[src/rtl/lffc_pkg.sv]
// lffc_pkg: register map, field positions, reset values and timing for the
// flash mode and fault sequencer. assumes a 10 MHz reference clock.
package lffc_pkg;
  // register offsets
  localparam logic [7:0] ADDR_ENABLE = 8'h01;
  localparam logic [7:0] ADDR_MONITOR = 8'h02;
  localparam logic [7:0] ADDR_THERM_RAMP = 8'h03;
  localparam logic [7:0] ADDR_DURATION = 8'h04;
  localparam logic [7:0] ADDR_TORCH = 8'h07;
  localparam logic [7:0] ADDR_FLAGS1 = 8'h08;
  localparam logic [7:0] ADDR_FLAGS2 = 8'h09;
  // reset values
  localparam logic [7:0] RST_ENABLE = 8'he0;
  localparam logic [7:0] RST_MONITOR = 8'ha4;
  localparam logic [7:0] RST_THERM_RAMP = 8'h20;
  localparam logic [7:0] RST_DURATION = 8'h42;
  localparam logic [7:0] RST_TORCH = 8'h7f;
  localparam logic [7:0] RST_FLAGS2_CFG = 8'h30;
  localparam logic [7:0] UNMAPPED_READ = 8'h00;
  // enable register fields
  localparam int EN_ILIM_HI = 7;
  localparam int EN_ILIM_LO = 5;
  localparam int EN_THERM = 4;
  localparam int EN_SYNC = 3;
  localparam int EN_MODE_HI = 1;
  localparam int EN_MODE_LO = 0;
  // monitor register fields
  localparam int MON_LOW_SUPPLY_LOCKOUT_EN = 7;
  localparam int MON_MODE_HI = 6;
  localparam int MON_MODE_LO = 5;
  localparam int MON_THR_HI = 4;
  localparam int MON_THR_LO = 3;
  localparam int MON_HYS_HI = 2;
  localparam int MON_HYS_LO = 1;
  localparam int MON_OPEN_EN = 0;
  // duration and torch fields
  localparam int DUR_SEL_HI = 2;
  localparam int DUR_SEL_LO = 0;
  localparam int TORCH_EN = 7;
  // flags register 1
  localparam int F1_TIMEOUT = 0;
  localparam int F1_VOUT_SHORT = 1;
  localparam int F1_LOW_SUPPLY_LOCKOUT = 2;
  localparam int F1_MONITOR = 3;
  localparam int F1_OCP = 4;
  localparam int F1_TSD = 5;
  localparam int F1_THERM_TRIP = 6;
  localparam int F1_OVP = 7;
  // flags register 2
  localparam int F2_THERM_OPEN = 0;
  localparam int F2_THERM_SHORT = 1;
  localparam int F2_LED1_SHORT = 2;
  localparam int F2_LED2_SHORT = 3;
  localparam int F2_SHORT_EN = 4;
  localparam int F2_CFG_HI = 5;
  // mode codes
  typedef enum logic [1:0] {
    LFFC_STANDBY0 = 2'b00,
    LFFC_STANDBY1 = 2'b01,
    LFFC_TORCH = 2'b10,
    LFFC_FLASH = 2'b11
  } lffc_mode_t;
  typedef enum logic [1:0] {
    LFFC_MON_OFF = 2'b00,
    LFFC_MON_HOLD = 2'b01,
    LFFC_MON_DOWN = 2'b10,
    LFFC_MON_UPDN = 2'b11
  } lffc_mon_t;
  // synchronised input indices
  localparam int S_SYNC = 0;
  localparam int S_HEADROOM = 1;
  localparam int S_BELOW = 2;
  localparam int S_ABOVE_HYS = 3;
  localparam int S_OVP = 4;
  localparam int S_ILIM = 5;
  localparam int S_TRIP = 6;
  localparam int S_TSHORT = 7;
  localparam int S_TOPEN = 8;
  localparam int S_LOW_SUPPLY_LOCKOUT = 9;
  localparam int S_TSD = 10;
  localparam int S_LED1 = 11;
  localparam int S_LED2 = 12;
  localparam int S_VOUT = 13;
  localparam int N_SYNC = 14;
  // timing
  localparam int CLK_PERIOD_NS = 100;
  localparam int TIMEOUT_STEP_US = 50000;
  localparam int OVP_DEGLITCH_US = 512;
  localparam int LED_SAMPLE_US = 256;
  localparam int VOUT_SAMPLE_NS = 2048000;
  localparam int LED_SAMPLE_CYC = (LED_SAMPLE_US * 1000) / CLK_PERIOD_NS;
  localparam int RAMP_STEP_CYC = 16;
  localparam int LEVEL_W = 7;
endpackage

[src/rtl/lffc_core.sv]
// lffc_core: flash/torch mode sequencer with protection, fault flags and
// register file. analog comparator levels arrive asynchronously; the
// register port is driven by the serial slave on the same clock.
`timescale 1ns/1ps
// Operation
// - stay in pass mode until headroom falls below threshold, then boost
// - sync input high during flash drives torch level
// - sync input low again restores the previous flash level
// - time-out turns current off whatever the sync input does
// - sync enable bit zero ignores the sync input
// - monitor threshold from bits 4:3, hysteresis from bits 2:1
// - monitor flag set on threshold crossing during flash in every monitor mode except off
// - stop-and-hold mode freezes ramp on crossing for the flash
// - down mode steps down below threshold, never back up this flash
// - up-down mode steps down below threshold, up above hysteresis
// - fault sets flag, clears and locks torch enable and mode bits
// - eight time-outs 50 ms to 400 ms from duration bits 2:0
// - overvoltage must persist 512 us before flag and mode clear
// - current limit select from enable bits 7:5
// - current limit event sets flag bit 4, mode untouched
// - thermistor detection only while lit; trip cuts current, flags
// - thermistor short/open flags, each with its own enable, disable
// - low supply lockout flags, clears mode, holds until flags1 read
// - thermal shutdown flags, standby, re-flags after read if hot
// - led and output shorts flagged while lit, cleared only by read
// - led short sampled 256 us, output short 2.048 ms after start
// - mode 00/01 standby, 10 torch, 11 flash
module lffc_core
  import lffc_pkg::*;
#(
  parameter int TIMEOUT_STEP_CYC = (TIMEOUT_STEP_US * 1000) / CLK_PERIOD_NS,
  parameter int OVP_CYC = (OVP_DEGLITCH_US * 1000) / CLK_PERIOD_NS,
  parameter int VOUT_SAMPLE_CYC = VOUT_SAMPLE_NS / CLK_PERIOD_NS
) (
  input wire logic ref_clk,
  input wire logic rst,
  input wire logic reg_wr,
  input wire logic reg_rd,
  input wire logic reg_rd_done,
  input wire logic [7:0] reg_addr,
  input wire logic [7:0] reg_wdata,
  output logic [7:0] reg_rdata,
  input wire logic [LEVEL_W-1:0] flash_target,
  input wire logic sync_pin,
  input wire logic headroom_low,
  input wire logic vin_below_thr,
  input wire logic vin_above_hys,
  input wire logic ovp_cmp,
  input wire logic ilim_cmp,
  input wire logic therm_trip_cmp,
  input wire logic therm_short_cmp,
  input wire logic therm_open_cmp,
  input wire logic low_supply_lockout_cmp,
  input wire logic tsd_cmp,
  input wire logic led1_short_cmp,
  input wire logic led2_short_cmp,
  input wire logic vout_short_cmp,
  output logic boost_mode,
  output logic led_on,
  output logic [LEVEL_W-1:0] led_level,
  output logic flash_active,
  output logic torch_active,
  output logic therm_detect_on,
  output logic [2:0] ilim_sel,
  output logic [1:0] monitor_thr_sel,
  output logic [1:0] monitor_hys_sel
);

  // pin synchroniser; stage one is read only by stage two
  logic [N_SYNC-1:0] sync_a;
  logic [N_SYNC-1:0] s;
  always_ff @(posedge ref_clk) begin
    if (rst) begin
      sync_a <= '0;
      s <= '0;
    end else begin
      sync_a <= {vout_short_cmp, led2_short_cmp, led1_short_cmp, tsd_cmp, low_supply_lockout_cmp,
                 therm_open_cmp, therm_short_cmp, therm_trip_cmp, ilim_cmp, ovp_cmp,
                 vin_above_hys, vin_below_thr, headroom_low, sync_pin};
      s <= sync_a;
    end
  end

  logic [7:0] enable_reg;
  logic [7:0] monitor_reg;
  logic [7:0] therm_ramp_reg;
  logic [7:0] duration_reg;
  logic [7:0] torch_reg;
  logic [7:0] flags1;
  logic [3:0] flags2;
  logic short_en;
  logic fault_lock;
  logic low_supply_lockout_lock;
  logic act_q;
  logic [19:0] since_start;
  logic [19:0] ovp_cnt;
  logic [19:0] tmo_pre;
  logic [3:0] tmo_steps;
  logic [7:0] ramp_cnt;
  logic [LEVEL_W-1:0] flash_lvl;
  logic hold;
  logic no_up;
  logic dn_act;

  // decode
  wire wr_en = reg_wr && reg_addr == ADDR_ENABLE;
  wire wr_mon = reg_wr && reg_addr == ADDR_MONITOR;
  wire wr_tr = reg_wr && reg_addr == ADDR_THERM_RAMP;
  wire wr_dur = reg_wr && reg_addr == ADDR_DURATION;
  wire wr_torch = reg_wr && reg_addr == ADDR_TORCH;
  wire wr_f2 = reg_wr && reg_addr == ADDR_FLAGS2;
  wire rd1_done = reg_rd_done && reg_addr == ADDR_FLAGS1;
  wire rd2_done = reg_rd_done && reg_addr == ADDR_FLAGS2;
  wire locked = fault_lock || low_supply_lockout_lock;

  wire [1:0] mode = enable_reg[EN_MODE_HI:EN_MODE_LO];
  wire flash_run = mode == LFFC_FLASH;
  wire torch_run = !flash_run && (mode == LFFC_TORCH || torch_reg[TORCH_EN]);
  wire lit = flash_run || torch_run;
  wire start = lit && !act_q;
  wire [1:0] mon_mode = monitor_reg[MON_MODE_HI:MON_MODE_LO];

  wire sync_eff = enable_reg[EN_SYNC] && s[S_SYNC];

  // eight durations, select+1 steps of 50 ms
  wire [3:0] tmo_limit = {1'b0, duration_reg[DUR_SEL_HI:DUR_SEL_LO]} + 4'h1;
  wire tmo_tick = tmo_pre == 20'(TIMEOUT_STEP_CYC - 1);
  wire tmo_exp = flash_run && tmo_tick && (tmo_steps + 4'h1) == tmo_limit;

  wire ovp_ev = s[S_OVP] && ovp_cnt == 20'(OVP_CYC - 1);
  // detection only while lit and enabled
  wire therm_on = lit && enable_reg[EN_THERM];
  wire trip_ev = therm_on && s[S_TRIP];
  wire tshort_ev = therm_on && short_en && s[S_TSHORT];
  wire topen_ev = therm_on && monitor_reg[MON_OPEN_EN] && s[S_TOPEN];
  wire low_supply_lockout_ev = monitor_reg[MON_LOW_SUPPLY_LOCKOUT_EN] && s[S_LOW_SUPPLY_LOCKOUT];
  // level re-flags after clear while still hot
  wire tsd_ev = s[S_TSD];
  wire led_pt = lit && since_start == 20'(LED_SAMPLE_CYC);
  wire vout_pt = lit && since_start == 20'(VOUT_SAMPLE_CYC);
  wire led1_ev = led_pt && s[S_LED1];
  wire led2_ev = led_pt && s[S_LED2];
  wire vout_ev = vout_pt && s[S_VOUT];
  // no mode clear on current limit
  wire ocp_ev = s[S_ILIM];
  // crossing seen in any active monitor mode
  wire mon_ev = flash_run && mon_mode != LFFC_MON_OFF && s[S_BELOW];

  // faults that lock the mode bits
  wire fault_ev = ovp_ev || trip_ev || tshort_ev || topen_ev || low_supply_lockout_ev || tsd_ev ||
                  led1_ev || led2_ev || vout_ev;
  wire clr_mode = fault_ev || tmo_exp || locked;

  wire [7:0] f1_set = {ovp_ev, trip_ev, tsd_ev, ocp_ev, mon_ev, low_supply_lockout_ev, vout_ev, tmo_exp};
  wire [3:0] f2_set = {led2_ev, led1_ev, tshort_ev, topen_ev};
  wire [7:0] next_flags1 = (rd1_done ? 8'h00 : flags1) | f1_set;
  wire [3:0] next_flags2 = (rd2_done ? 4'h0 : flags2) | f2_set;

  // configuration registers
  always_ff @(posedge ref_clk) begin
    if (rst) begin
      enable_reg <= RST_ENABLE;
      monitor_reg <= RST_MONITOR;
      therm_ramp_reg <= RST_THERM_RAMP;
      duration_reg <= RST_DURATION;
      torch_reg <= RST_TORCH;
      short_en <= RST_FLAGS2_CFG[F2_SHORT_EN];
    end else begin
      if (wr_en) begin
        enable_reg <= reg_wdata;
      end
      // mode and torch enable held clear while locked
      if (clr_mode) begin
        enable_reg[EN_MODE_HI:EN_MODE_LO] <= LFFC_STANDBY0;
        torch_reg[TORCH_EN] <= 1'b0;
      end
      if (wr_torch) begin
        torch_reg <= {reg_wdata[TORCH_EN] && !clr_mode, reg_wdata[TORCH_EN-1:0]};
      end
      if (wr_mon) begin
        monitor_reg <= reg_wdata;
      end
      if (wr_tr) begin
        therm_ramp_reg <= reg_wdata;
      end
      if (wr_dur) begin
        duration_reg <= reg_wdata;
      end
      if (wr_f2) begin
        short_en <= reg_wdata[F2_SHORT_EN];
      end
    end
  end

  // flags and lock; a new event wins over a read clear
  always_ff @(posedge ref_clk) begin
    if (rst) begin
      flags1 <= 8'h00;
      flags2 <= 4'h0;
      fault_lock <= 1'b0;
      low_supply_lockout_lock <= 1'b0;
    end else begin
      flags1 <= next_flags1;
      flags2 <= next_flags2;
      fault_lock <= fault_ev || (fault_lock && !(rd1_done || rd2_done));
      // only a flags1 read releases lockout
      low_supply_lockout_lock <= low_supply_lockout_ev || (low_supply_lockout_lock && !rd1_done);
    end
  end

  // read data, captured when the read begins
  logic [7:0] rd_mux;
  always_comb begin
    unique case (reg_addr)
      ADDR_ENABLE: rd_mux = enable_reg;
      ADDR_MONITOR: rd_mux = monitor_reg;
      ADDR_THERM_RAMP: rd_mux = therm_ramp_reg;
      ADDR_DURATION: rd_mux = duration_reg;
      ADDR_TORCH: rd_mux = torch_reg;
      ADDR_FLAGS1: rd_mux = flags1;
      ADDR_FLAGS2: rd_mux = {2'b00, RST_FLAGS2_CFG[F2_CFG_HI], short_en, flags2};
      default: rd_mux = UNMAPPED_READ;
    endcase
  end

  always_ff @(posedge ref_clk) begin
    if (rst) begin
      reg_rdata <= 8'h00;
    end else if (reg_rd) begin
      reg_rdata <= rd_mux;
    end
  end

  // timers: start-relative sample counter, deglitch, time-out
  always_ff @(posedge ref_clk) begin
    if (rst) begin
      act_q <= 1'b0;
      since_start <= '0;
      ovp_cnt <= '0;
      tmo_pre <= '0;
      tmo_steps <= '0;
    end else begin
      act_q <= lit;
      if (start || !lit) begin
        since_start <= '0;
      end else if (since_start != 20'(VOUT_SAMPLE_CYC + 1)) begin
        since_start <= since_start + 20'h1;
      end
      ovp_cnt <= (s[S_OVP] && !ovp_ev) ? ovp_cnt + 20'h1 : 20'h0;
      if (!flash_run) begin
        tmo_pre <= '0;
        tmo_steps <= '0;
      end else if (tmo_tick) begin
        tmo_pre <= '0;
        tmo_steps <= tmo_steps + 4'h1;
      end else begin
        tmo_pre <= tmo_pre + 20'h1;
      end
    end
  end

  // flash level stepping under the input monitor
  wire ramp_tick = ramp_cnt == 8'(RAMP_STEP_CYC - 1);
  wire below = s[S_BELOW];
  wire above = s[S_ABOVE_HYS];
  logic [LEVEL_W-1:0] next_flash_lvl;
  logic next_dn;
  always_comb begin
    next_flash_lvl = flash_lvl;
    next_dn = dn_act;
    if (below) begin
      next_dn = 1'b1;
    end else if (above) begin
      next_dn = 1'b0;
    end
    unique case (mon_mode)
      LFFC_MON_HOLD: begin
        if (!hold && !below && flash_lvl < flash_target) begin
          next_flash_lvl = flash_lvl + LEVEL_W'(1);
        end
      end
      // down only after the first crossing
      LFFC_MON_DOWN: begin
        if (dn_act && flash_lvl != '0) begin
          next_flash_lvl = flash_lvl - LEVEL_W'(1);
        end else if (!no_up && !dn_act && flash_lvl < flash_target) begin
          next_flash_lvl = flash_lvl + LEVEL_W'(1);
        end
      end
      LFFC_MON_UPDN: begin
        if (dn_act && flash_lvl != '0) begin
          next_flash_lvl = flash_lvl - LEVEL_W'(1);
        end else if (!dn_act && flash_lvl < flash_target) begin
          next_flash_lvl = flash_lvl + LEVEL_W'(1);
        end
      end
      LFFC_MON_OFF: begin
        if (flash_lvl < flash_target) begin
          next_flash_lvl = flash_lvl + LEVEL_W'(1);
        end
      end
    endcase
  end

  always_ff @(posedge ref_clk) begin
    if (rst) begin
      ramp_cnt <= '0;
      flash_lvl <= '0;
      hold <= 1'b0;
      no_up <= 1'b0;
      dn_act <= 1'b0;
    end else if (!flash_run) begin
      ramp_cnt <= '0;
      flash_lvl <= '0;
      hold <= 1'b0;
      no_up <= 1'b0;
      dn_act <= 1'b0;
    end else begin
      ramp_cnt <= ramp_tick ? 8'h00 : ramp_cnt + 8'h01;
      hold <= hold || below;
      no_up <= no_up || below;
      dn_act <= next_dn;
      // level tracked even while sync holds torch, so it can be restored
      if (ramp_tick) begin
        flash_lvl <= next_flash_lvl;
      end
    end
  end

  // outputs; faults cut current in the same cycle the mode clears
  wire cut = fault_ev || tmo_exp || locked;
  always_ff @(posedge ref_clk) begin
    if (rst) begin
      boost_mode <= 1'b0;
      led_on <= 1'b0;
      led_level <= '0;
      flash_active <= 1'b0;
      torch_active <= 1'b0;
      therm_detect_on <= 1'b0;
      ilim_sel <= 3'h0;
      monitor_thr_sel <= 2'h0;
      monitor_hys_sel <= 2'h0;
    end else begin
      // pass until headroom lost, back to pass in standby
      boost_mode <= lit && (boost_mode || s[S_HEADROOM]);
      // time-out or fault turns off regardless of sync
      led_on <= lit && !cut;
      if (!lit || cut) begin
        led_level <= '0;
      end else if (flash_run && !sync_eff) begin
        // flash level restored when sync drops
        led_level <= flash_lvl;
      end else begin
        led_level <= torch_reg[LEVEL_W-1:0];
      end
      flash_active <= flash_run && !cut;
      torch_active <= torch_run && !cut;
      therm_detect_on <= therm_on;
      ilim_sel <= enable_reg[EN_ILIM_HI:EN_ILIM_LO];
      monitor_thr_sel <= monitor_reg[MON_THR_HI:MON_THR_LO];
      monitor_hys_sel <= monitor_reg[MON_HYS_HI:MON_HYS_LO];
    end
  end

endmodule // lffc_core

[config.mk]
export PLATFORM = sky130hd
export DESIGN_NAME = lffc_core
export DESIGN_NICKNAME = d
export VERILOG_FILES = /design/src/rtl/lffc_pkg.sv /design/src/rtl/lffc_core.sv
export SDC_FILE = /design/constraint.sdc
export NUM_CORES = 1
export LEC_CHECK = 0
export BUFFER_PORTS_ARGS = -buffer_cell sky130_fd_sc_hd__buf_2
export CORE_MARGIN = 1
export CORE_UTILIZATION = 40
export CTS_CLUSTER_SIZE = 40
export DETAILED_ROUTE_END_ITERATION = 8
export PLACE_DENSITY_LB_ADDON = 0.25
export SYNTH_ARGS = -nofsm -noshare
export SYNTH_HDL_FRONTEND = slang
export SYNTH_SLANG_ARGS = --single-unit
[constraint.sdc]
create_clock -name ref_clk -period 2.2 [get_ports ref_clk]
set_input_delay 0.66 -clock ref_clk [delete_from_list [all_inputs] [get_ports ref_clk]]
set_output_delay 0.66 -clock ref_clk [all_outputs]
set_load 0.005 [all_outputs]
---- Word level (Yosys, flattened, before mapping) ----
Index checks and enable logic that the tools add are counted.
storage, ports and cells
  register bits ........................... 193
  bits in latches ......................... 0
  bits in writable memories ............... 0
  ROM bits ................................ 0
  input port bits ......................... 42
  logic and storage cells ................. 174
  memories ................................ 0
operators by class
  add/sub/neg operators ................... 8
  $mul .................................... 0
  divide/modulo/power cells ............... 0
  order comparisons ....................... 1
  eq/ne operators ......................... 23
  shifts and indexed selects .............. 0
  muxes and demuxes ....................... 15
  bitwise gates (word level) .............. 4
  reduce and logical (&&, ||, !) cells .... 89
operator list
  operator                 count
  $add A20 B1 Y20 const B  3
  $pmux W8 S7              1
  $mux W7                  7
  $logic_and A1 B1 Y1      43
  $pmux W7 S4              1
  $eq A8 B4 Y1 const B     3
  $logic_or A1 B1 Y1       21
  $eq A20 B12 Y1 const B   1
  $eq A20 B13 Y1 const B   1
  $eq A20 B15 Y1 const B   1
  $eq A20 B19 Y1 const B   1
  $ne A20 B15 Y1 const B   1
  $eq A8 B2 Y1 const B     2
  $eq A8 B3 Y1 const B     2
  $mux W8                  2
  $logic_not A1 Y1         12
  $reduce_or A2 Y1         5
  $add A8 B1 Y8 const B    1
  $eq A2 B2 Y1 const B     4
  $eq A8 B1 Y1 const B     1
  $or A8 B8 Y8             1
  $add A7 B1 Y7 const B    1
  $lt A7 B7 Y1             1
  $reduce_bool A7 Y1       1
  15 further kinds         23

---- Logic depth before layout (Yosys ltp) ----
Gate-level depths: netlist (run 1).
  depth after elaboration ................. 19
  mapped depth ............................ 9

---- Least setup slack after synthesis (run 1) ----
No wires, ideal clock.
  path kind ............................... input-to-reg
  start point ............................. in flash_target[6]
  end point ............................... reg flash_lvl[5]
  arrival ................................. 2180 ps
  required time ........................... 2128 ps
  setup slack ............................. -52 ps
  stages on the path ...................... 8
  path buffers ............................ 0
  cell sequence ........................... inv_1 ha_1 a21oi_1 and3_2 o21ai_0 a21o_1 or3_1 a21oi_1
between the ends
  word-level cells in the longest chain between the ends .. 4
  elaborated cells on any way between the ends .. 9
RTL lines
  item                                                           line                                                  RTL
  start: declaration                                             lffc_core.sv:43                                       input wire logic [LEVEL_W-1:0] flash_target,
  $lt A7 B7 Y1 *                                                 n/a
  $logic_and A1 B1 Y1, on equally long branches                  lffc_core.sv:293, lffc_core.sv:278, lffc_core.sv:286
  $ne A3 B3 Y1 (no source line) or $ne A2 B2 Y1 (tied branches)  n/a
  $reduce_and A5 Y1 (no source line) *                           n/a
  end signal: assignment                                         lffc_core.sv:325                                      flash_lvl <= next_flash_lvl;
  end: declaration                                               lffc_core.sv:100                                      logic [LEVEL_W-1:0] flash_lvl;
Every way passes the cells marked *; elsewhere a longest branch is shown, timed or not.
A chain may end at the register's enable or synchronous reset.

---- Final worst setup path (run 1) ----
  start point ............................. reg flash_lvl[0]
  end point ............................... reg flash_lvl[5]
between the ends
  word-level cells in the longest chain between the ends .. 4
  elaborated cells on any way between the ends .. 20
RTL lines
  item                                              line              RTL
  $add A7 B1 Y7 (tied with other cells)             n/a
  $mux W7 (tied with other cells)                   lffc_core.sv:293  end else if (!dn_act && flash_lvl < flash_target) begin
  $mux W7 (tied with other cells)                   lffc_core.sv:291  if (dn_act && flash_lvl != '0) begin
  $pmux W7 S4 or $reduce_and A5 Y1 (tied branches)  n/a
Several ways; a longest one is shown, not always the timed one. The select of a mux whose other input is x is not followed.

==> reports/qor.txt, run 1 <==
Status = finished, final reports clean
Iteration-0 DRC Markers = 321
Worst EP arrival = 2.45 ns
Worst Path Buf+Inv = 1
DP HPWL = 13,800 um
Effective utilization at floorplan = 41.1%
Total GRT Usage = 19.2%
Slowest-stage cell, CP = a2111o_1
Post-Syn Nets = 946
Final setup violation count = 0
Register share of total power = 53.7%
Hold Crit Depth = 1
DRT Pass-1 Iters = 5
Core ar. = 19,600 um2
Post-synthesis sequential area ratio = 48.0%
Ranking of synthesized cells by area = dfxtp_1 (48%), nor2_1 (6.5%), mux2i_1 (5.2%)
Final ANT Viol Nets = 0
Critical path capture point type = flop
Final instance area = 9550 um2
Worst Hold Launch = s[1]$_SDFF_PP0_
Post-synthesis compound-gate area fraction = 9.07%
Comb pwr share = 3.5%
Pwr dens = 691 nW/um2
Post-synth EDFFs = 0
Max_cap viols = 0
Die H = 144 um
Syn. warnings = 0
Top-count cell post-synth = dfxtp_1
Simple-gate share of the synthesized area = 24.6%
Clock Tree Buf Depth = 2
VDD IR-drop max = 0.546 mV
Reg2reg setup slack = 0.12 ns
Area leader, netlist = dfxtp_1
Slew margin rel. = 57.5%
Initial antenna violation count = 0
Fin. max-slew vios = 0
Clk pin slew, worst setup/hold paths = 0.07 ns
Number of nets in the layout = 1,058
Drt drc = 0
Number of buffers created by CTS = 17
Reported net switching power = 1.50 mW
WHS Endpoint = boost_mode$_SDFF_PP0_
Hold crit path type = flop to flop
Gpl congestion = 0.951
Setup TNS = 0 ns
Crit-path max FO = 5
Synth Area in Adders = 2.49%
Register bit total from synthesis = 193
Final Cycle Share = 94.4%
Crit path max-delay family = compound AO/OA/AOI/OAI gates
Fin. Hold Viols = 0
Synth Instances = 888
TritonCTS clock tree = yes
Largest registers = ovp_cnt: 20 flops, since_start: 20 flops, tmo_pre: 20 flops
Worst r2r src = flash_lvl[0]$_SDFFE_PP0P_
Net Sw Frac = 22.7%
Worst Setup Path Type = flop to flop
Port Buffer Count = 68
Largest net degree at the start of global routing = 32
Slew @ Worst Pin = 0.633 ns
FMAX = 481 MHz
Commonest cells post-synth = dfxtp_1 (193), nor2_1 (140), nand2_1 (69), nand3_1 (57), mux2i_1 (42)
Area growth from synthesis to layout = 18.7%
Ys async rst share = 0%
Clk_lat worst skew = 0.43 ns
Routed Wire Length = 18,700 um
Vias/cell = 5.10
ANT cells = 0
Lkg Pwr = 3.66 nW
Yosys cell types = 61
Wire per inst = 14.7 um
Clock Root Buffer = clkbuf_16
FP Rows = 51
Final min period = 2.08 ns
Placed cell areas = 9000 um2
Worst hold slack = 0.433 ns
Req. time, crit path = 2.57 ns
Post-synthesis mux area share = 5.23%
Clock Skews = 0.0113 ns
Layout cells sized above 1 = 16.6%
Top FF cell, synth = dfxtp_1
Startpoint types = flop
Htree depth = 4
Final core occ = 48.7%
Largest family of logic cells by synthesized area = simple AND/OR/NAND/NOR gates
Cells on worst reg2reg path = 8
Clock Sinks = 193
Ordered list of cells on the worst path = inv_1 > ha_1 > or2b_4 > nor4_1 > a2111o_1 > a21o_1 > or3_1 > a21oi_2
I/O pin cnt = 69
Post-synthesis xor/xnor area fraction = 7.84%
Avg Cell Area, Syn = 9.06 um2
RSZ-0062 raised after global routing = false
Vias = 6,516
Die area = 20,700 um2
Power share of the clock group = 42.8%
First-pass GRT wire length = 30,700 um
Largest stage delay, worst path = 0.43 ns
RR Endpoint = flash_lvl[5]$_SDFFE_PP0P_
Total gr overflow = 0
Vias in the first global route = 6,150
Internal power = 5.10 mW
Top cell type's share of synthesized area = 48.0%
Post-synth design cell area = 8040 um2
Chip Width = 144 um
-- logic make-up after synthesis --
logic type,after synthesis
AOI/OAI and AO/OA,108
xor gates and xnor gates,72
adders and majority gates,16
buffers and inverters,51
DFF,193
muxes,42
and+or+nand+nor,406
-- stage by stage --
step | power [mW] | worst slack (ns) | instances
3_5_place_dp | 3.86 | -0.192 | 1245
5_1_grt | 6.84 | 0.0112 | 1278
6_report | 6.60 | 0.123 | 1278
4_1_cts | 6.67 | 0.0275 | 1277
2_1_floorplan | 3.74 | 0.0208 | 888
3_3_place_gp | 3.85 | -0.177 | 1245
-- power by group through the flow --
stage	sequential [mW]	combinational, mW	clock [mW]
4_1_cts	3.54	0.233	2.90
2_1_floorplan	3.62	0.119	0
6_report	3.54	0.232	2.82
5_1_grt	3.54	0.257	3.04
3_3_place_gp	3.62	0.232	0
3_5_place_dp	3.62	0.232	0
-- routing by layer --
metal / track usage [%] / vias up / routed length, um
met5: 0 / - / 0
met4: 7.17 / 0 / 316
met3: 3.93 / 22 / 892
met2: 29.9 / 141 / 8260
met1: 26.0 / 3049 / 9260
li1: - / 3304 / -
-- layout by cell type (no fill, tap or decap), types with 32 or more instances in the layout --
cell / instances
dfxtp_1: 193
xor2_1: 40
nand2_1: 69
buf_2: 68
buf_4: 54
nor2_1: 140
mux2i_1: 42
xnor2_1: 32
nand3_1: 57
nor2b_1: 40
-- layout make-up --
type                       count  area, um2
clock buffer                  21        450
clock inverter                11       83.8
inverter                      21       78.8
fill                        1906      10000
tap                          265        332
timing repair buffer         123        766
multi-input combinational    644       3980
sequential                   193       3860
-- what timing repair did --
| item | CTS | global route |
|---|---|---|
| hold buffers | 0 | 0 |
| gates resized for setup | 0 | 2 |
| setup buffers | 0 | 1 |
| gates cloned | 0 | 0 |
| pin swaps | 1 | 1 |
| endpoints found under the setup margin | 1 | 5 |
-- worst max path at each step --
stage               cells past startpoint                       from                          to  slack, ns
finish                                  8  flash_lvl[0]$_SDFFE_PP0P_   flash_lvl[5]$_SDFFE_PP0P_       0.12
global route                            8  flash_lvl[0]$_SDFFE_PP0P_   flash_lvl[3]$_SDFFE_PP0P_       0.01
CTS                                     7     ramp_cnt[0]$_SDFF_PP0_   flash_lvl[5]$_SDFFE_PP0P_       0.03
detailed placement                      9            flash_target[6]   flash_lvl[5]$_SDFFE_PP0P_      -0.19
global placement                        7                reg_addr[5]        flags2[3]$_SDFF_PP0_      -0.18
floorplan                               5                reg_addr[5]  enable_reg[5]$_SDFFE_PP1P_       0.02
Power figures use the tool's default switching activity.
==> run 2: changes to the inputs <==
--- a/config.mk
+++ b/config.mk
@@ -10,7 +10,7 @@
 export CORE_UTILIZATION = 40
 export CTS_CLUSTER_SIZE = 40
 export DETAILED_ROUTE_END_ITERATION = 8
-export PLACE_DENSITY_LB_ADDON = 0.25
+export PLACE_DENSITY = 0.67
 export SYNTH_ARGS = -nofsm -noshare
 export SYNTH_HDL_FRONTEND = slang
 export SYNTH_SLANG_ARGS = --single-unit
==> reports/qor.txt, run 2 (same netlist as run 1, synthesis figures left out) <==
Status = finished, final reports clean (unchanged)
Total gr overflow = 0 (unchanged)
Clk pin slew, worst setup/hold paths = 0.07 ns (about the same)
Reg area = 3860 um2 (unchanged)
ANT cells = 0 (unchanged)
Worst setup margin = 0.115 ns (was 0.123 ns)
Fin. Hold Viols = 0 (unchanged)
Pwr dens = 722 nW/um2 (was 691 nW/um2)
DP HPWL = 13,700 um (was 13,800 um)
Clock Sinks = 193 (unchanged)
Core ar. = 19,600 um2 (unchanged)
Final min period = 2.08 ns (about the same)
Number of nets in the layout = 1,061 (was 1,058)
Largest registers = ovp_cnt: 20 flops, since_start: 20 flops, tmo_pre: 20 flops (unchanged)
Critical Path Source = ramp_cnt[0]$_SDFF_PP0_ (was flash_lvl[0]$_SDFFE_PP0P_)
Vias/cell = 5.15 (was 5.10)
VDD IR-drop max = 0.573 mV (was 0.546 mV)
Clk_lat worst skew = 0.43 ns (about the same)
Commonest cells after routing, fill and taps aside = dfxtp_1 (193), nor2_1 (140), nand2_1 (69) (unchanged)
RSZ-0062 raised after global routing = true (was false)
Slew margin rel. = 63.1% (was 57.5%)
DRT Pass-1 Iters = 5 (unchanged)
WHS Endpoint = s[5]$_SDFF_PP0_ (was boost_mode$_SDFF_PP0_)
Area growth from synthesis to layout = 20.2% (was 18.7%)
Final Cycle Share = 94.8% (was 94.4%)
Clock Root Buffer = clkbuf_16 (unchanged)
Initial antenna violation count = 0 (unchanged)
Total GRT Usage = 19.2% (about the same)
Reg2reg setup slack = 0.12 ns (about the same)
Req. time, crit path = 2.56 ns (was 2.57 ns)
Drt drc = 0 (unchanged)
Power share of the clock group = 45.8% (was 42.8%)
Net Sw Frac = 22.3% (was 22.7%)
FMAX = 480 MHz (was 481 MHz)
Clock Tree Buf Depth = 2 (unchanged)
Pre-CTS WS = -0.181 ns (was -0.192 ns)
Post-CTS Hold Fix Bufs = 0 (unchanged)
Largest net degree at the start of global routing = 26 (was 32)
Fin. max-slew vios = 0 (unchanged)
Cells on worst reg2reg path = 7 (was 8)
Wire per inst = 14.6 um (was 14.7 um)
Startpoint types = flop (unchanged)
Gpl congestion = 0.915 (was 0.951)
TritonCTS clock tree = yes (unchanged)
I/O pin cnt = 69 (unchanged)
Comb pwr share = 3.4% (was 3.5%)
Slew @ Worst Pin = 0.546 ns (was 0.633 ns)
Layout cells sized above 1 = 17.2% (was 16.6%)
Final setup violation count = 0 (unchanged)
Worst r2r src = ramp_cnt[0]$_SDFF_PP0_ (was flash_lvl[0]$_SDFFE_PP0P_)
Worst EP arrival = 2.45 ns (about the same)
Vias = 6,591 (was 6,516)
Internal power = 5.42 mW (was 5.10 mW)
Port Buffer Count = 68 (unchanged)
RR Endpoint = flash_lvl[5]$_SDFFE_PP0P_ (unchanged)
Htree depth = 4 (unchanged)
Worst Hold Launch = sync_a[5]$_SDFF_PP0_ (was s[1]$_SDFF_PP0_)
Routed Wire Length = 18,700 um (about the same)
Die H = 144 um (unchanged)
Number of buffers created by CTS = 17 (unchanged)
Die area = 20,700 um2 (unchanged)
Crit-path max FO = 5 (unchanged)
Register share of total power = 50.8% (was 53.7%)
FP Rows = 51 (unchanged)
Filler Cell Count = 1,872 (was 1,906)
Iteration-0 DRC Markers = 378 (was 321)
Chip Width = 144 um (unchanged)
Effective utilization at floorplan = 41.1% (unchanged)
Hold Crit Depth = 1 (unchanged)
Finished Layout Cells = 1,281 (was 1,278)
Max_cap viols = 0 (unchanged)
Final ANT Viol Nets = 0 (unchanged)
First-pass GRT wire length = 30,600 um (was 30,700 um)
Placed cell count = 1,245 (unchanged)
Lkg Pwr = 3.72 nW (was 3.66 nW)
Most common cell after layout, fill and taps aside = dfxtp_1 (unchanged)
Hold crit path type = flop to flop (unchanged)
Vias in the first global route = 6,128 (was 6,150)
Critical path capture point type = flop (unchanged)
Multi-input logic area = 3990 um2 (was 3980 um2)
Worst hold slack = 0.435 ns (was 0.433 ns)
Worst Setup Path Type = flop to flop (unchanged)
Clock Skews = 0.0101 ns (was 0.0113 ns)
Reported net switching power = 1.56 mW (was 1.50 mW)
-- run 2: critical path: stages, from the launching register on --
cell and delay (ns):
dfxtp_1 0.37, ha_1 0.21, nand3_1 0.15, nand2b_1 0.21
a2111o_1 0.45, a21o_1 0.19, or3_1 0.30, a21oi_1 0.14
-- run 2: how the worst max path moves through the flow --
stage	end	slack, ns	cells after the start
floorplan	enable_reg[5]$_SDFFE_PP1P_	0.02	5
global placement	flash_lvl[5]$_SDFFE_PP0P_	-0.14	9
detailed placement	reg_rdata[4]$_SDFFE_PP0P_	-0.18	6
CTS	flash_lvl[5]$_SDFFE_PP0P_	0.005	7
global route	flash_lvl[6]$_SDFFE_PP0P_	-0.006	6
finish	flash_lvl[5]$_SDFFE_PP0P_	0.12	7
-- run 2: metrics by stage --
stage                     setup TNS [ns]  area, um2  utilization (%)  power, mW
after global placement             -2.71       9000             45.9       3.86
final                                  0       9670             49.3       6.98
after CTS                              0       9610             49.1       7.05
after detailed placement           -3.49       9000             45.9       3.86
after global routing            -0.00574       9670             49.3       7.23
after floorplan                        0       8050                -       3.74
-- run 2: area by class of cell --
class	count	area share, %
Tap cell	265	3.43
Sequential cell	193	40.0
Clock buffer	21	4.87
Clock inverter	11	1.45
Multi-Input combinational cell	644	41.3
Inverter	21	0.816
Timing Repair Buffer	126	8.19
-- run 2: layer usage --
layer	track usage, %	vias to the layer above	share of wire, %
met3	3.83	16	5.0
li1	-	3304	-
met1	25.9	3104	48
met4	6.16	0	1.2
met5	0	-	0
met2	30.6	167	46
-- run 2: repair_timing --
action                     in CTS  in global routing
setup endpoints to repair       2                  6
pin swaps                       1                  2
resized for setup               0                  6
cloned                          0                  0
buffers inserted                0                  4
-- run 2: power groups by stage --
stage | Combinational [mW] | Clock (mW) | Sequential (mW)
2_1_floorplan | 0.119 | 0 | 3.62
3_3_place_gp | 0.237 | 0 | 3.62
3_5_place_dp | 0.236 | 0 | 3.62
4_1_cts | 0.238 | 3.27 | 3.54
5_1_grt | 0.258 | 3.42 | 3.54
6_report | 0.237 | 3.20 | 3.54
==> run 3: changes to the inputs <==
--- a/config.mk
+++ b/config.mk
@@ -5,6 +5,7 @@
 export SDC_FILE = /design/constraint.sdc
 export NUM_CORES = 1
 export LEC_CHECK = 0
+export ABC_AREA = 1
 export BUFFER_PORTS_ARGS = -buffer_cell sky130_fd_sc_hd__buf_2
 export CORE_MARGIN = 1
 export CORE_UTILIZATION = 40
==> reports/qor.txt, run 3 <==
Post-synthesis sequential area ratio = 44.1% (was 48.0%)
# resized after CTS = 0 (unchanged)
Critical path capture point type = flop (unchanged)
Clock Root Buffer = clkbuf_16 (unchanged)
Fin. Hold Viols = 0 (unchanged)
Syn. warnings = 0 (unchanged)
Final min period = 1.89 ns (was 2.08 ns)
FP Rows = 53 (was 51)
Clk_lat worst skew = 0.44 ns (was 0.43 ns)
Ys async rst share = 0% (unchanged)
DP HPWL = 14,400 um (was 13,700 um)
Top FF cell, synth = dfxtp_1 (unchanged)
Filler Cell Count = 2,159 (was 1,872)
Setup TNS = 0 ns (unchanged)
Number of nets in the layout = 1,320 (was 1,061)
Htree depth = 4 (unchanged)
Area leader, netlist = dfxtp_1 (unchanged)
Clock Tree Buf Depth = 2 (unchanged)
Commonest cells post-synth = nand2_1 (213), dfxtp_1 (193), nor2_1 (175), inv_1 (158), a21oi_1 (83) (was dfxtp_1 (193), nor2_1 (140), nand2_1 (69), nand3_1 (57), mux2i_1 (42))
Lkg Pwr = 4.38 nW (was 3.72 nW)
Post-synth EDFFs = 0 (unchanged)
Core ar. = 21,200 um2 (was 19,600 um2)
Slew @ Worst Pin = 0.492 ns (was 0.546 ns)
Final Cycle Share = 85.8% (was 94.8%)
Wire per inst = 12.5 um (was 14.6 um)
Status = finished, final reports clean (unchanged)
Top-count cell post-synth = nand2_1 (was dfxtp_1)
Die H = 150 um (was 144 um)
Commonest cells after routing, fill and taps aside = nand2_1 (213), dfxtp_1 (193), nor2_1 (175) (was dfxtp_1 (193), nor2_1 (140), nand2_1 (69))
ANT cells = 0 (unchanged)
Vias/cell = 4.77 (was 5.15)
Worst EP arrival = 2.22 ns (was 2.45 ns)
Effective utilization at floorplan = 41.2% (was 41.1%)
Vias in the first global route = 6,681 (was 6,128)
Post-Syn Nets = 1,240 (was 946)
Synth Instances = 1,182 (was 888)
Drt drc = 0 (unchanged)
Post-CTS Hold Fix Bufs = 0 (unchanged)
Ranking of synthesized cells by area = dfxtp_1 (44%), nand2_1 (9.1%), nor2_1 (7.5%) (was dfxtp_1 (48%), nor2_1 (6.5%), mux2i_1 (5.2%))
First-pass GRT wire length = 32,300 um (was 30,600 um)
Clock Sinks = 193 (unchanged)
Clk pin slew, worst setup/hold paths = 0.07 ns (about the same)
Pre-CTS WS = 0.173 ns (was -0.181 ns)
Layout cells sized above 1 = 15.8% (was 17.2%)
Worst Setup Path Type = flop to flop (unchanged)
Setup bufs post-CTS = 0 (unchanged)
Initial antenna violation count = 0 (unchanged)
Vias = 7,395 (was 6,591)
Crit-path max FO = 19 (was 5)
VDD IR-drop max = 0.534 mV (was 0.573 mV)
Register bit total from synthesis = 193 (unchanged)
Startpoint types = flop (unchanged)
Final setup violation count = 0 (unchanged)
Die area = 22,500 um2 (was 20,700 um2)
FMAX = 530 MHz (was 480 MHz)
Total GRT Usage = 18.1% (was 19.2%)
Largest net degree at the start of global routing = 39 (was 26)
Max_cap viols = 0 (unchanged)
Yosys cell types = 45 (was 61)
Gpl congestion = 0.851 (was 0.915)
TritonCTS clock tree = yes (unchanged)
Largest registers = ovp_cnt: 20 flops, since_start: 20 flops, tmo_pre: 20 flops (unchanged)
DRT Pass-1 Iters = 5 (unchanged)
Fin. max-slew vios = 0 (unchanged)
Iteration-0 DRC Markers = 486 (was 378)
Hold crit path type = flop to flop (unchanged)
Chip Width = 150 um (was 144 um)
Pwr dens = 691 nW/um2 (was 722 nW/um2)
Clock Skews = 0.0101 ns (about the same)
Number of buffers created by CTS = 17 (unchanged)
Top cell type's share of synthesized area = 44.1% (was 48.0%)
Port Buffer Count = 68 (unchanged)
Post-synth design cell area = 8750 um2 (was 8040 um2)
Routed Wire Length = 19,300 um (was 18,700 um)
RSZ-0062 raised after global routing = false (was true)
Final ANT Viol Nets = 0 (unchanged)
Worst setup margin = 0.312 ns (was 0.115 ns)
Slew margin rel. = 66.9% (was 63.1%)
I/O pin cnt = 69 (unchanged)
Area growth from synthesis to layout = 14.9% (was 20.2%)
Req. time, crit path = 2.53 ns (was 2.56 ns)
Most common cell after layout, fill and taps aside = nand2_1 (was dfxtp_1)
Total gr overflow = 0 (unchanged)
Avg Cell Area, Syn = 7.41 um2 (was 9.06 um2)
-- run 3: critical path, cell delays in order (launching register included) --
cell	delay [ns]
dfxtp_1	0.39
ha_1	0.21
nand2_2	0.08
nor2_2	0.13
nand3_1	0.11
nor2_1	0.23
nand2_2	0.13
nand2_4	0.23
inv_1	0.09
and3_1	0.19
-- run 3: path summary, 6_finish.rpt --
kind | slack [ns] | from | cells past startpoint | end
setup / recovery | 0.31 | tmo_pre[0]$_SDFF_PP0_ | 9 | tmo_pre[17]$_SDFF_PP0_
hold / removal | 0.40 | sync_a[6]$_SDFF_PP0_ | 2 | s[6]$_SDFF_PP0_
setup reg to reg | 0.31 | tmo_pre[0]$_SDFF_PP0_ | 9 | tmo_pre[17]$_SDFF_PP0_
hold reg to reg | 0.40 | sync_a[6]$_SDFF_PP0_ | 2 | s[6]$_SDFF_PP0_
-- run 3: area by class of cell --
cell class | instances | area [um2] | area share, %
multi-input cells | 794 | 4130 | 41.1
repair buffers | 85 | 468 | 4.65
flip-flops and latches | 193 | 3860 | 38.4
clock inverters | 14 | 179 | 1.78
clock buffers | 18 | 429 | 4.27
well taps | 275 | 344 | 3.42
inverters | 171 | 642 | 6.38
-- run 3: routing by layer --
layer  vias to the layer above  global-route usage [%]  routed length (um)
li1                       3938                       -                   -
met1                      3259                    25.2                9500
met2                       179                    28.3                8500
met3                        19                    4.27                1140
met4                         0                    4.14                 183
met5                         -                       0                   0
-- run 3: cell families (layout without fill, tap and decap cells) --
kind of cell | after synthesis | after routing | synth area share (%)
fa+ha+maj | 16 | 16 | 2.29
xor+xnor | 24 | 24 | 2.40
compound gates | 184 | 184 | 11.5
flops | 193 | 193 | 44.1
buf+inv | 195 | 288 | 8.69
simple gates | 570 | 570 | 31.0
-- run 3: report_power, final --
part,total (mW),internal [mW],switching (mW)
registers,3.54,3.53,0.0131
clock network,3.20,1.81,1.39
logic,0.202,0.0698,0.133
total,6.94,5.41,1.54
-- run 3: metrics by stage --
step	cells	area (um2)	hold WS, ns	utilization (%)	power, mW
after floorplan	1182	8750	0.388	-	3.74
after global placement	1518	9450	0.389	44.5	3.82
after detailed placement	1518	9450	0.393	44.5	3.83
after CTS	1550	10100	0.401	47.4	7.02
after global routing	1550	10100	0.413	47.4	7.18
final	1550	10100	0.403	47.4	6.94
